--- config.mk ---
export PLATFORM = sky130hd
export DESIGN_NAME = sramc_ctrl
export DESIGN_NICKNAME = d
export VERILOG_FILES = /design/src/logic/sramc_pkg.sv /design/src/logic/sramc_tmr_if.sv /design/src/logic/sramc_timer.sv /design/src/logic/sramc_ctrl.sv
export SDC_FILE = /design/constraint.sdc
export NUM_CORES = 1
export LEC_CHECK = 0
export ABC_AREA = 1
export BUFFER_PORTS_ARGS = -buffer_cell sky130_fd_sc_hd__buf_2
export CORE_ASPECT_RATIO = 1.5
export CORE_MARGIN = 2
export CORE_UTILIZATION = 50
export DETAILED_ROUTE_END_ITERATION = 12
export GPL_TIMING_DRIVEN = 0
export HOLD_SLACK_MARGIN = 0.1
export PLACE_DENSITY_LB_ADDON = 0.12
export REMOVE_ABC_BUFFERS = 1
export SLEW_MARGIN = 15
export SYNTH_ARGS = -nofsm -noshare
export SYNTH_HDL_FRONTEND = slang
export SYNTH_SLANG_ARGS = --single-unit
--- constraint.sdc ---
create_clock -name clk_i -period 1.8 [get_ports clk_i]
set_input_delay 0.27 -clock clk_i [delete_from_list [all_inputs] [get_ports clk_i]]
set_output_delay 0.27 -clock clk_i [all_outputs]
set_load 0.02 [all_outputs]
--- src/logic/sramc_pkg.sv ---
// shared constants and types for the asynchronous static memory controller
package sramc_pkg;
   // ----------------------------------------
   // widths
   // ----------------------------------------
   localparam int ADDR_W = 18;
   localparam int DATA_W = 8;
   localparam int TMR_W  = 12;

   // ----------------------------------------
   // timing
   // ----------------------------------------
   localparam int CLK_PERIOD_NS  = 100;
   localparam int PWRUP_WAIT_US  = 200;   // wait after supply settles
   localparam int RECOVER_NS     = 45;    // recovery after retention
   localparam int PWRUP_CYC      = (PWRUP_WAIT_US * 1000 + CLK_PERIOD_NS - 1) / CLK_PERIOD_NS;
   localparam int RECOVER_RAW    = (RECOVER_NS + CLK_PERIOD_NS - 1) / CLK_PERIOD_NS;
   localparam int RECOVER_CYC    = (RECOVER_RAW < 1) ? 1 : RECOVER_RAW;
   localparam logic [TMR_W-1:0] PWRUP_LOAD   = TMR_W'(PWRUP_CYC);
   localparam logic [TMR_W-1:0] RECOVER_LOAD = TMR_W'(RECOVER_CYC);

   // ----------------------------------------
   // reset values of the pins
   // ----------------------------------------
   localparam logic [ADDR_W-1:0] ADDR_RST = 18'h00000;
   localparam logic [DATA_W-1:0] DATA_RST = 8'h00;

   // ----------------------------------------
   // controller states, gray on each access step except the return to idle
   // ----------------------------------------
   typedef enum logic [3:0] {
      ST_PWR_WAIT = 4'h0,
      ST_PWR_CNT  = 4'h1,
      ST_IDLE     = 4'h3,
      ST_RD_ACC   = 4'h2,
      ST_RD_END   = 4'h6,
      ST_WR_SET   = 4'h7,
      ST_WR_PUL   = 4'h5,
      ST_WR_END   = 4'h4,
      ST_RETAIN   = 4'hc,
      ST_RECOVER  = 4'hd
   } sramc_state_t;
endpackage

--- src/logic/sramc_tmr_if.sv ---
// interface between the controller and its wait timer
`timescale 1ns/1ps
interface sramc_tmr_if;
   logic                         load;      // start a new wait
   logic [sramc_pkg::TMR_W-1:0]  load_val;  // cycles to wait
   logic                         done;      // wait expired

   modport ctl (output load, output load_val, input done);
   modport tmr (input load, input load_val, output done);
endinterface

--- src/logic/sramc_timer.sv ---
// down counter that times the power-up and recovery waits
`timescale 1ns/1ps
module sramc_timer (
   input  wire logic  clk_i,   // system clock
   input  wire logic  rst_i,   // synchronous reset, high
   sramc_tmr_if.tmr   tmr      // load and done
);
   logic [sramc_pkg::TMR_W-1:0] cnt;

   // ----------------------------------------
   // count down to zero after a load
   // ----------------------------------------
   always_ff @(posedge clk_i) begin
      if (rst_i) begin
         cnt <= 12'h000;
      end else if (tmr.load) begin
         cnt <= tmr.load_val;
      end else if (cnt != 12'h000) begin
         cnt <= cnt - 12'h001;
      end
   end

   assign tmr.done = (cnt == 12'h000) && !tmr.load;
endmodule

--- src/logic/sramc_ctrl.sv ---
// host controller that drives an asynchronous 256k x 8 static memory
// ----------------------------------------
// Behaviour
// - write strobe goes low only while both selects are active.
// - data setup and hold are measured against the write-ending edge.
// - address stable at least 35 ns before the write ends.
// - address valid at least 0 ns before the write starts.
// - address held at least 0 ns after the write ends.
// - write data driven at least 25 ns before the write ends.
// - write data held at least 0 ns after the write ends.
// - wait 200 us after supply settles before any access.
// - deselect the memory before the supply drops into retention.
// - after retention wait for supply, then 45 ns before accesses.
// ----------------------------------------
`timescale 1ns/1ps
module sramc_ctrl (
   input  wire logic                         clk_i,         // 10 MHz clock
   input  wire logic                         rst_i,         // synchronous reset, high
   input  wire logic                         req_valid_i,   // access request
   input  wire logic                         req_write_i,   // 1 write, 0 read
   input  wire logic [sramc_pkg::ADDR_W-1:0] req_addr_i,    // access address
   input  wire logic [sramc_pkg::DATA_W-1:0] req_wdata_i,   // write data
   output logic                              req_ready_o,   // request can be taken
   output logic                              rsp_valid_o,   // read data pulse
   output logic [sramc_pkg::DATA_W-1:0]      rsp_rdata_o,   // read data
   input  wire logic                         supply_ok_i,   // supply ramped and stable
   input  wire logic                         retain_i,      // ask for retention
   output logic                              retain_o,      // safe to lower supply
   output logic [sramc_pkg::ADDR_W-1:0]      mem_addr_o,    // address pins
   output logic                              select_low_active_n_o, // select, low active
   output logic                              select_high_active_o,  // select, high active
   output logic                              write_n_o,     // write strobe, low active
   output logic                              out_gate_n_o,  // output gate, low active
   output logic [sramc_pkg::DATA_W-1:0]      data_o,        // data pins out
   output logic                              data_oe_n_o,   // low while driving data
   input  wire logic [sramc_pkg::DATA_W-1:0] data_i         // data pins in
);
   sramc_pkg::sramc_state_t state;
   sramc_pkg::sramc_state_t next_state;
   logic                    is_write;
   sramc_tmr_if             tmr_if ();

   // ----------------------------------------
   // wait timer
   // ----------------------------------------
   sramc_timer u_timer (
      .clk_i (clk_i),
      .rst_i (rst_i),
      .tmr   (tmr_if.tmr)
   );

   // timer loads on entry to the two waits
   assign tmr_if.load = ((state == sramc_pkg::ST_PWR_WAIT) && supply_ok_i) ||
                        ((state == sramc_pkg::ST_RETAIN) && !retain_i && supply_ok_i);
   assign tmr_if.load_val = (state == sramc_pkg::ST_PWR_WAIT) ? sramc_pkg::PWRUP_LOAD
                                                               : sramc_pkg::RECOVER_LOAD;

   // ----------------------------------------
   // next state
   // ----------------------------------------
   always_comb begin
      next_state = state;
      case (state)
         sramc_pkg::ST_PWR_WAIT: begin
            if (supply_ok_i) next_state = sramc_pkg::ST_PWR_CNT;
         end
         sramc_pkg::ST_PWR_CNT: begin
            if (tmr_if.done) next_state = sramc_pkg::ST_IDLE;
         end
         sramc_pkg::ST_IDLE: begin
            if (req_valid_i) begin
               next_state = req_write_i ? sramc_pkg::ST_WR_SET : sramc_pkg::ST_RD_ACC;
            end else if (retain_i) begin
               next_state = sramc_pkg::ST_RETAIN;
            end
         end
         sramc_pkg::ST_RD_ACC:  next_state = sramc_pkg::ST_RD_END;
         sramc_pkg::ST_RD_END:  next_state = sramc_pkg::ST_IDLE;
         sramc_pkg::ST_WR_SET:  next_state = sramc_pkg::ST_WR_PUL;
         sramc_pkg::ST_WR_PUL:  next_state = sramc_pkg::ST_WR_END;
         sramc_pkg::ST_WR_END:  next_state = sramc_pkg::ST_IDLE;
         sramc_pkg::ST_RETAIN: begin
            if (!retain_i && supply_ok_i) next_state = sramc_pkg::ST_RECOVER;
         end
         sramc_pkg::ST_RECOVER: begin
            if (tmr_if.done) next_state = sramc_pkg::ST_IDLE;
         end
         default: next_state = sramc_pkg::ST_PWR_WAIT;
      endcase
   end

   // ----------------------------------------
   // state register
   // ----------------------------------------
   always_ff @(posedge clk_i) begin
      if (rst_i) begin
         state <= sramc_pkg::ST_PWR_WAIT;
      end else begin
         state <= next_state;
      end
   end

   // ----------------------------------------
   // request handshake
   // ----------------------------------------
   always_ff @(posedge clk_i) begin
      if (rst_i) begin
         req_ready_o <= 1'b0;
         retain_o    <= 1'b0;
      end else begin
         req_ready_o <= (next_state == sramc_pkg::ST_IDLE);
         retain_o    <= (next_state == sramc_pkg::ST_RETAIN);
      end
   end

   // ----------------------------------------
   // selects: active only inside an access
   // ----------------------------------------
   always_ff @(posedge clk_i) begin
      if (rst_i) begin
         select_low_active_n_o <= 1'b1;
         select_high_active_o  <= 1'b0;
      end else begin
         case (next_state)
            sramc_pkg::ST_RD_ACC, sramc_pkg::ST_WR_SET,
            sramc_pkg::ST_WR_PUL, sramc_pkg::ST_WR_END: begin
               select_low_active_n_o <= 1'b0;
               select_high_active_o  <= 1'b1;
            end
            default: begin
               select_low_active_n_o <= 1'b1;
               select_high_active_o  <= 1'b0;
            end
         endcase
      end
   end

   // ----------------------------------------
   // strobes: one cycle write pulse inside the select window
   // ----------------------------------------
   always_ff @(posedge clk_i) begin
      if (rst_i) begin
         write_n_o    <= 1'b1;
         out_gate_n_o <= 1'b1;
      end else begin
         write_n_o    <= (next_state != sramc_pkg::ST_WR_PUL);
         out_gate_n_o <= (next_state != sramc_pkg::ST_RD_ACC);
      end
   end

   // ----------------------------------------
   // address and write data, latched when a request is taken
   // ----------------------------------------
   always_ff @(posedge clk_i) begin
      if (rst_i) begin
         mem_addr_o <= sramc_pkg::ADDR_RST;
         data_o     <= sramc_pkg::DATA_RST;
         is_write   <= 1'b0;
      end else if (state == sramc_pkg::ST_IDLE && req_valid_i) begin
         mem_addr_o <= req_addr_i;
         data_o     <= req_wdata_i;
         is_write   <= req_write_i;
      end
   end

   // data pins driven from setup through the cycle after the strobe rises
   always_ff @(posedge clk_i) begin
      if (rst_i) begin
         data_oe_n_o <= 1'b1;
      end else begin
         data_oe_n_o <= !((next_state == sramc_pkg::ST_WR_SET) ||
                          (next_state == sramc_pkg::ST_WR_PUL) ||
                          (next_state == sramc_pkg::ST_WR_END));
      end
   end

   // ----------------------------------------
   // read capture one full cycle after address and gate
   // ----------------------------------------
   always_ff @(posedge clk_i) begin
      if (rst_i) begin
         rsp_valid_o <= 1'b0;
         rsp_rdata_o <= sramc_pkg::DATA_RST;
      end else begin
         rsp_valid_o <= (state == sramc_pkg::ST_RD_ACC) && !is_write;
         if (state == sramc_pkg::ST_RD_ACC) begin
            rsp_rdata_o <= data_i;
         end
      end
   end

   logic [11:0] wait_cnt;
   always_ff @(posedge clk_i) begin
      if (rst_i || tmr_if.load) begin
         wait_cnt <= 12'h000;
      end else if (wait_cnt != 12'hfff) begin
         wait_cnt <= wait_cnt + 12'h001;
      end
   end
endmodule

=== Yosys cells after proc, flatten, opt, wreduce, memory -nomap -nowiden ===
Index checks and enable logic that the tools add are counted.

* Add/sub/neg operators: 1
* Equality and inequality tests: 17
* Multiplexer cells: 12
* Reductions and logical operators: 21

{| class="wikitable"
|+ Operator list
! cell !! count
|-
| one-hot mux 4 bit (8 select lines) || 1
|-
| == test 4 x 3 -> 1 bit (second input constant) || 7
|-
| two-way mux 12 bit || 2
|-
| two-way mux 4 bit || 5
|-
| == test 4 x 2 -> 1 bit (second input constant) || 4
|-
| == test 4 bit (second input constant) || 3
|-
| logical NOT 12 bit || 1
|-
| nonzero test 12 bit || 1
|-
| subtractor 12 x 1 -> 12 bit (second input constant) || 1
|-
| two-way mux 11 bit || 1
|-
| logical AND 1 bit || 7
|-
| == test 4 x 1 -> 1 bit (second input constant) || 1
|-
| logical NOT 1 bit || 4
|-
| logical NOT 4 bit || 1
|-
| inequality test 4 x 2 -> 1 bit (second input constant) || 1
|-
| inequality test 4 x 3 -> 1 bit (second input constant) || 1
|-
| OR reduction 2 bit || 2
|-
| OR reduction 4 bit || 1
|-
| logical OR 1 bit || 3
|-
| two-way mux 3 bit || 1
|-
| two-way mux 1 bit || 2
|-
| nonzero test 2 bit || 1
|}

* Flip-flop bits (word level): 59
* Bits of input ports: 40
* Output and inout port bits: 42
* Logic and storage cells: 65

=== Logic depth before layout (Yosys ltp) ===
* Depth after elaboration: 12
* Mapped depth: 10
* Gate-level depth less buffers: 10

=== Modules after synthesis ===
From an unflattened synthesis, not the netlist that was laid out.

* Cells, all modules: 357
* Area total of the unflattened synthesis: 2,692.6 µm²

{| class="wikitable"
|+ By module, submodules not included
! module !! instances !! cells each !! area each (µm²) !! seq. area each (µm²)
|-
| sramc_ctrl || 1 || 236 || 1,900.6 || 940.9
|-
| sramc_timer || 1 || 121 || 792.0 || 240.2
|}

=== Worst setup path before layout ===
No wires, ideal clock.

* Kind: reg-to-reg
* Start: register u_timer.cnt[0] (netlist name)
* End: register state[3]
* Setup time: 128 ps
* Arrival time: 1,214 ps
* Required time: 1,672 ps
* Path slack: 458 ps
* Cell stages (with the launch flop): 10
* Buffers on the path: 0
* Clock period less this slack: 1,342 ps
* Path through: dfxtp_1 -> inv_1 -> ha_1 -> nand3_1 -> nor2_2 -> nand2_4 -> nand2_2 -> nand2_1 -> nor2_1 -> nor2_1

* Longest elaborated chain between the ends: 4

{| class="wikitable"
|+ RTL lines
! what !! line !! RTL
|-
| from (decl) || sramc_timer.sv:8 || <nowiki>logic [sramc_pkg::TMR_W-1:0] cnt;</nowiki>
|-
| from (signal assigned) || sramc_timer.sv:17 || <nowiki>cnt <= tmr.load_val;</nowiki>
|-
| from (signal assigned) || sramc_timer.sv:19 || <nowiki>cnt <= cnt - 12'h001;</nowiki>
|-
| logical NOT 12 bit || sramc_timer.sv:23 || <nowiki>assign tmr.done = (cnt == 12'h000) && !tmr.load;</nowiki>
|-
| logical AND 1 bit || sramc_timer.sv:23 ||
|-
| two-way mux 4 bit || sramc_ctrl.sv:68, sramc_ctrl.sv:86 ||
|-
| one-hot mux 4 bit (8 select lines) || sramc_ctrl.sv:63 || <nowiki>case (state)</nowiki>
|-
| to (signal assigned) || sramc_ctrl.sv:97 || <nowiki>state <= sramc_pkg::ST_PWR_WAIT;</nowiki>
|-
| to (signal assigned) || sramc_ctrl.sv:99 || <nowiki>state <= next_state;</nowiki>
|-
| to (decl) || sramc_ctrl.sv:38 || <nowiki>sramc_pkg::sramc_state_t state;</nowiki>
|}

Every way passes these cells.
A chain may end at the register's enable or synchronous reset.

=== Final worst setup path ===
* Start: register state[1]
* End: register req_ready_o

* Longest elaborated chain between the ends: 9
* Elaborated cells between the ends (all ways): 25
* Classes of those cells: 10 x eq/ne; 6 x mux; 9 x reduce/logical

{| class="wikitable"
|+ RTL lines
! what !! line !! RTL
|-
| == test 4 bit || sramc_ctrl.sv:54, sramc_ctrl.sv:63 ||
|-
| logical AND 1 bit (2 in a row) || sramc_ctrl.sv:54 || <nowiki>((state == sramc_pkg::ST_RETAIN) && !retain_i && supply_ok_i);</nowiki>
|-
| logical OR 1 bit || sramc_ctrl.sv:53 || <nowiki>assign tmr_if.load = ((state == sramc_pkg::ST_PWR_WAIT) && supply_ok_i) ||</nowiki>
|-
| logical NOT 1 bit || sramc_timer.sv:23 ||
|-
| logical AND 1 bit || sramc_timer.sv:23 ||
|-
| two-way mux 4 bit || sramc_ctrl.sv:68, sramc_ctrl.sv:86 ||
|-
| one-hot mux 4 bit (8 select lines) * || sramc_ctrl.sv:63 ||
|-
| == test 4 x 2 -> 1 bit * || sramc_ctrl.sv:111 || <nowiki>req_ready_o <= (next_state == sramc_pkg::ST_IDLE);</nowiki>
|-
| to (signal assigned) || sramc_ctrl.sv:111 ||
|-
| to (decl) || sramc_ctrl.sv:23 || <nowiki>output logic req_ready_o,</nowiki>
|}

Every way passes the cells marked *; elsewhere a longest branch is shown, timed or not.

==> reports/results.txt <==
Clock Latency Late Sink: 0.33 ns
Worst EP arrival: 1.85 ns
combinational power share: 0.235
Ports: 82
die width: 61.5 um
GRT busiest layer: met2
most common cell after layout, fill and taps aside: nand2_1
layout cells sized above 1: 0.263
Total GRT Usage: 0.229
slew margin rel.: 0.553
Max Fanout on Critical Path: 29
post-synth top area share: 0.477
startpoint types: flop
placement row count: 31
global-route wire length before repair: 9670 um
Hold Violations, Final: 0
vias per cell: 4.87
commonest non-fill, non-tap cells in the layout: nand2_1 (94), buf_2 (81), dfxtp_1 (59), nor2_1 (53), a21oi_1 (38)
multi-input logic area: 1130 um2
drt pass-1 iters: 4
worst vdd ir: 0.880 mV
Worst Path Required: 2.07 ns
status: finished clean
initial antenna violation count: 0
synthesized cell area: 2480 um2
Reg area: 1180 um2
CTS Root Cell: clkbuf_8
worst setup path start: state[1]
Synth area leaders: dfxtp_1 (48%), nand2_1 (14%), nor2_1 (8.0%), a21oi_1 (7.7%), inv_1 (4.1%)
RR Startpoint: state[1]
#FFs+latches synth: 59
post-synth top area cell: dfxtp_1
remaining global-route overflow: 0
R2R setup slack: 0.22 ns
Synth Warn #: 0
slew of the pin with the lowest slew margin: 0.671 ns
Clock power frac: 0.358
Clock Tree Buf Depth: 2
Overall Power: 0.00374 W
initial DRC count: 82
f_max: 0.633 GHz
effective utilization at floorplan: 0.515
routability cong.: 0.881
routing usage on met2: 0.393
met3 Usage GRT: 0.0590
post-DP HPWL: 4190 um
antenna cells: 0
Routed Antenna Nets: 0
Layout area overhead: 27.3%
RSZ-0062 raised after global routing: no
Net Switching: 0.00119 W
RR Endpoint: req_ready_o
Crit Path Category: flop to flop
clock net sink count: 59
Worst R2R Path Depth: 8
Leakage: 1.49 nW
Hold Crit Class: input port to flop
Critical Path Sink: req_ready_o
vias in the first global route: 2343
hold buffers post-CTS: 0
sequential power share: 0.408
total routed wirelength: 5740 um
period utilization: 0.878
met1 global-route usage: 0.244
via count: 2416
post-detailed-route DRC marker count: 0
post-route minimum period: 1.58 ns
post-synthesis cell type count: 28
chip height: 90.2 um
Synth async-reset ratio: 0
EDFF count, synth: 0
max-cap viol count: 0
number of CTS-inserted buffers: 9
Worst-path clk slew: 0.07 ns
Pint: 0.00255 W
nets: 467
core area: 4810 um2
Pins Over Slew Limit: 0
WL/cell: 11.6 um
CTS tree: yes
Post-Synthesis Cells: 344
synthesized area per cell: 7.20 um2
H-tree levels: 3
Final Setup Violations: 0
fillers: 493
PortBufs: 81
Most used DFF post-synth: dfxtp_1
PwrDens: 1190 nW/um2
TNS Setup: 0 ns
largest net degree at the start of global routing: 38
Clock Skew: 0.00817 ns
die area: 5540 um2
register area share after synthesis: 0.477
switching share of power: 0.318
CP Capture Type: flop
[state kept, by name, indices dropped and copies added, names as in the netlist]
register	cells
select_high_active_o	1
data_oe_n_o	1
u_timer.cnt	12
rsp_valid_o	1
mem_addr_o	18
select_low_active_n_o	1
rsp_rdata_o	8
is_write	1
state	4
req_ready_o	1
out_gate_n_o	1
write_n_o	1
data_o	8
retain_o	1
[Yosys cell counts, drive strengths merged, types with 2 or more instances]
cell type	n
buf	7
clkbuf	4
nand3	19
o21ai	14
nor3	4
xor2	3
ha	2
inv	31
nor2	58
dfxtp	59
a21oi	39
nand2	98
nand4	2
[through the flow]
step                      utilization  std cells  area (um2)  hold WS (ns)  worst slack (ns)
after floorplan                     -        333        2410         0.338            0.0181
after global placement          0.602        480        2900         0.414            -0.698
after detailed placement        0.602        480        2900         0.414            -0.680
after CTS                       0.652        496        3140         0.169            0.0825
after global routing            0.655        496        3150         0.169            0.0442
final                           0.655        496        3150         0.176             0.220
[worst min-delay path by stage]
stage | from | endpoint | slack, ns | depth (start not counted)
2_1_floorplan | rst_i | state[0] | 0.34 | 1
3_3_place_gp | is_write | rsp_valid_o | 0.41 | 1
3_5_place_dp | is_write | rsp_valid_o | 0.41 | 1
4_1_cts | req_addr_i[8] | mem_addr_o[8] | 0.17 | 3
5_1_grt | req_wdata_i[6] | data_o[6] | 0.17 | 3
6_report | req_addr_i[11] | mem_addr_o[11] | 0.18 | 3
[critical path, stage by stage, from the launching register on]
cell and delay [ns]:
dfxtp_1 0.44, nand2_1 0.15, nor2_4 0.22, nand2_8 0.18
inv_8 0.20, nor2_1 0.06, o21ai_1 0.10, nand2_1 0.07
nor2_1 0.08
[timing repair]
action / CTS / global route
setup buffers: 0 / 0
endpoints found under the setup margin: 31 / 5
gates resized for setup: 4 / 3
[power groups by stage]
stage	clock (W)	sequential, W	combinational [W]
detailed placement	0	0.00155	0.000878
global placement	0	0.00155	0.000862
CTS	0.00136	0.00153	0.000885
finish	0.00134	0.00153	0.000879
global route	0.00142	0.00154	0.00101
floorplan	0	0.00155	0.000637
[area by class of cell]
class | instances | area share
clock buffers | 10 | 0.0437
repair buffers | 81 | 0.129
clock inverters | 6 | 0.0282
flip-flops and latches | 59 | 0.375
multi-input cells | 243 | 0.358
inverters | 31 | 0.0401
well taps | 66 | 0.0262
[layer usage]
layer,part of all wire,up-vias
met1,0.39,1094
met4,0.025,0
met3,0.050,13
li1,-,1254
met5,0,-
met2,0.53,55
[logic make-up (layout without fill, tap and decap cells)]
| logic type | Yosys count | count (layout) | synth area share |
|---|---|---|---|
| AO/OA/AOI/OAI | 57 | 57 | 0.121 |
| XOR/XNOR | 3 | 3 | 0.0106 |
| adder cells (fa/ha/maj) | 2 | 2 | 0.0101 |
| flip-flops | 59 | 59 | 0.477 |
| AND/OR/NAND/NOR | 181 | 181 | 0.306 |
| buffers and inverters | 42 | 128 | 0.0753 |
Note: power is estimated with default switching activity, not from simulation.
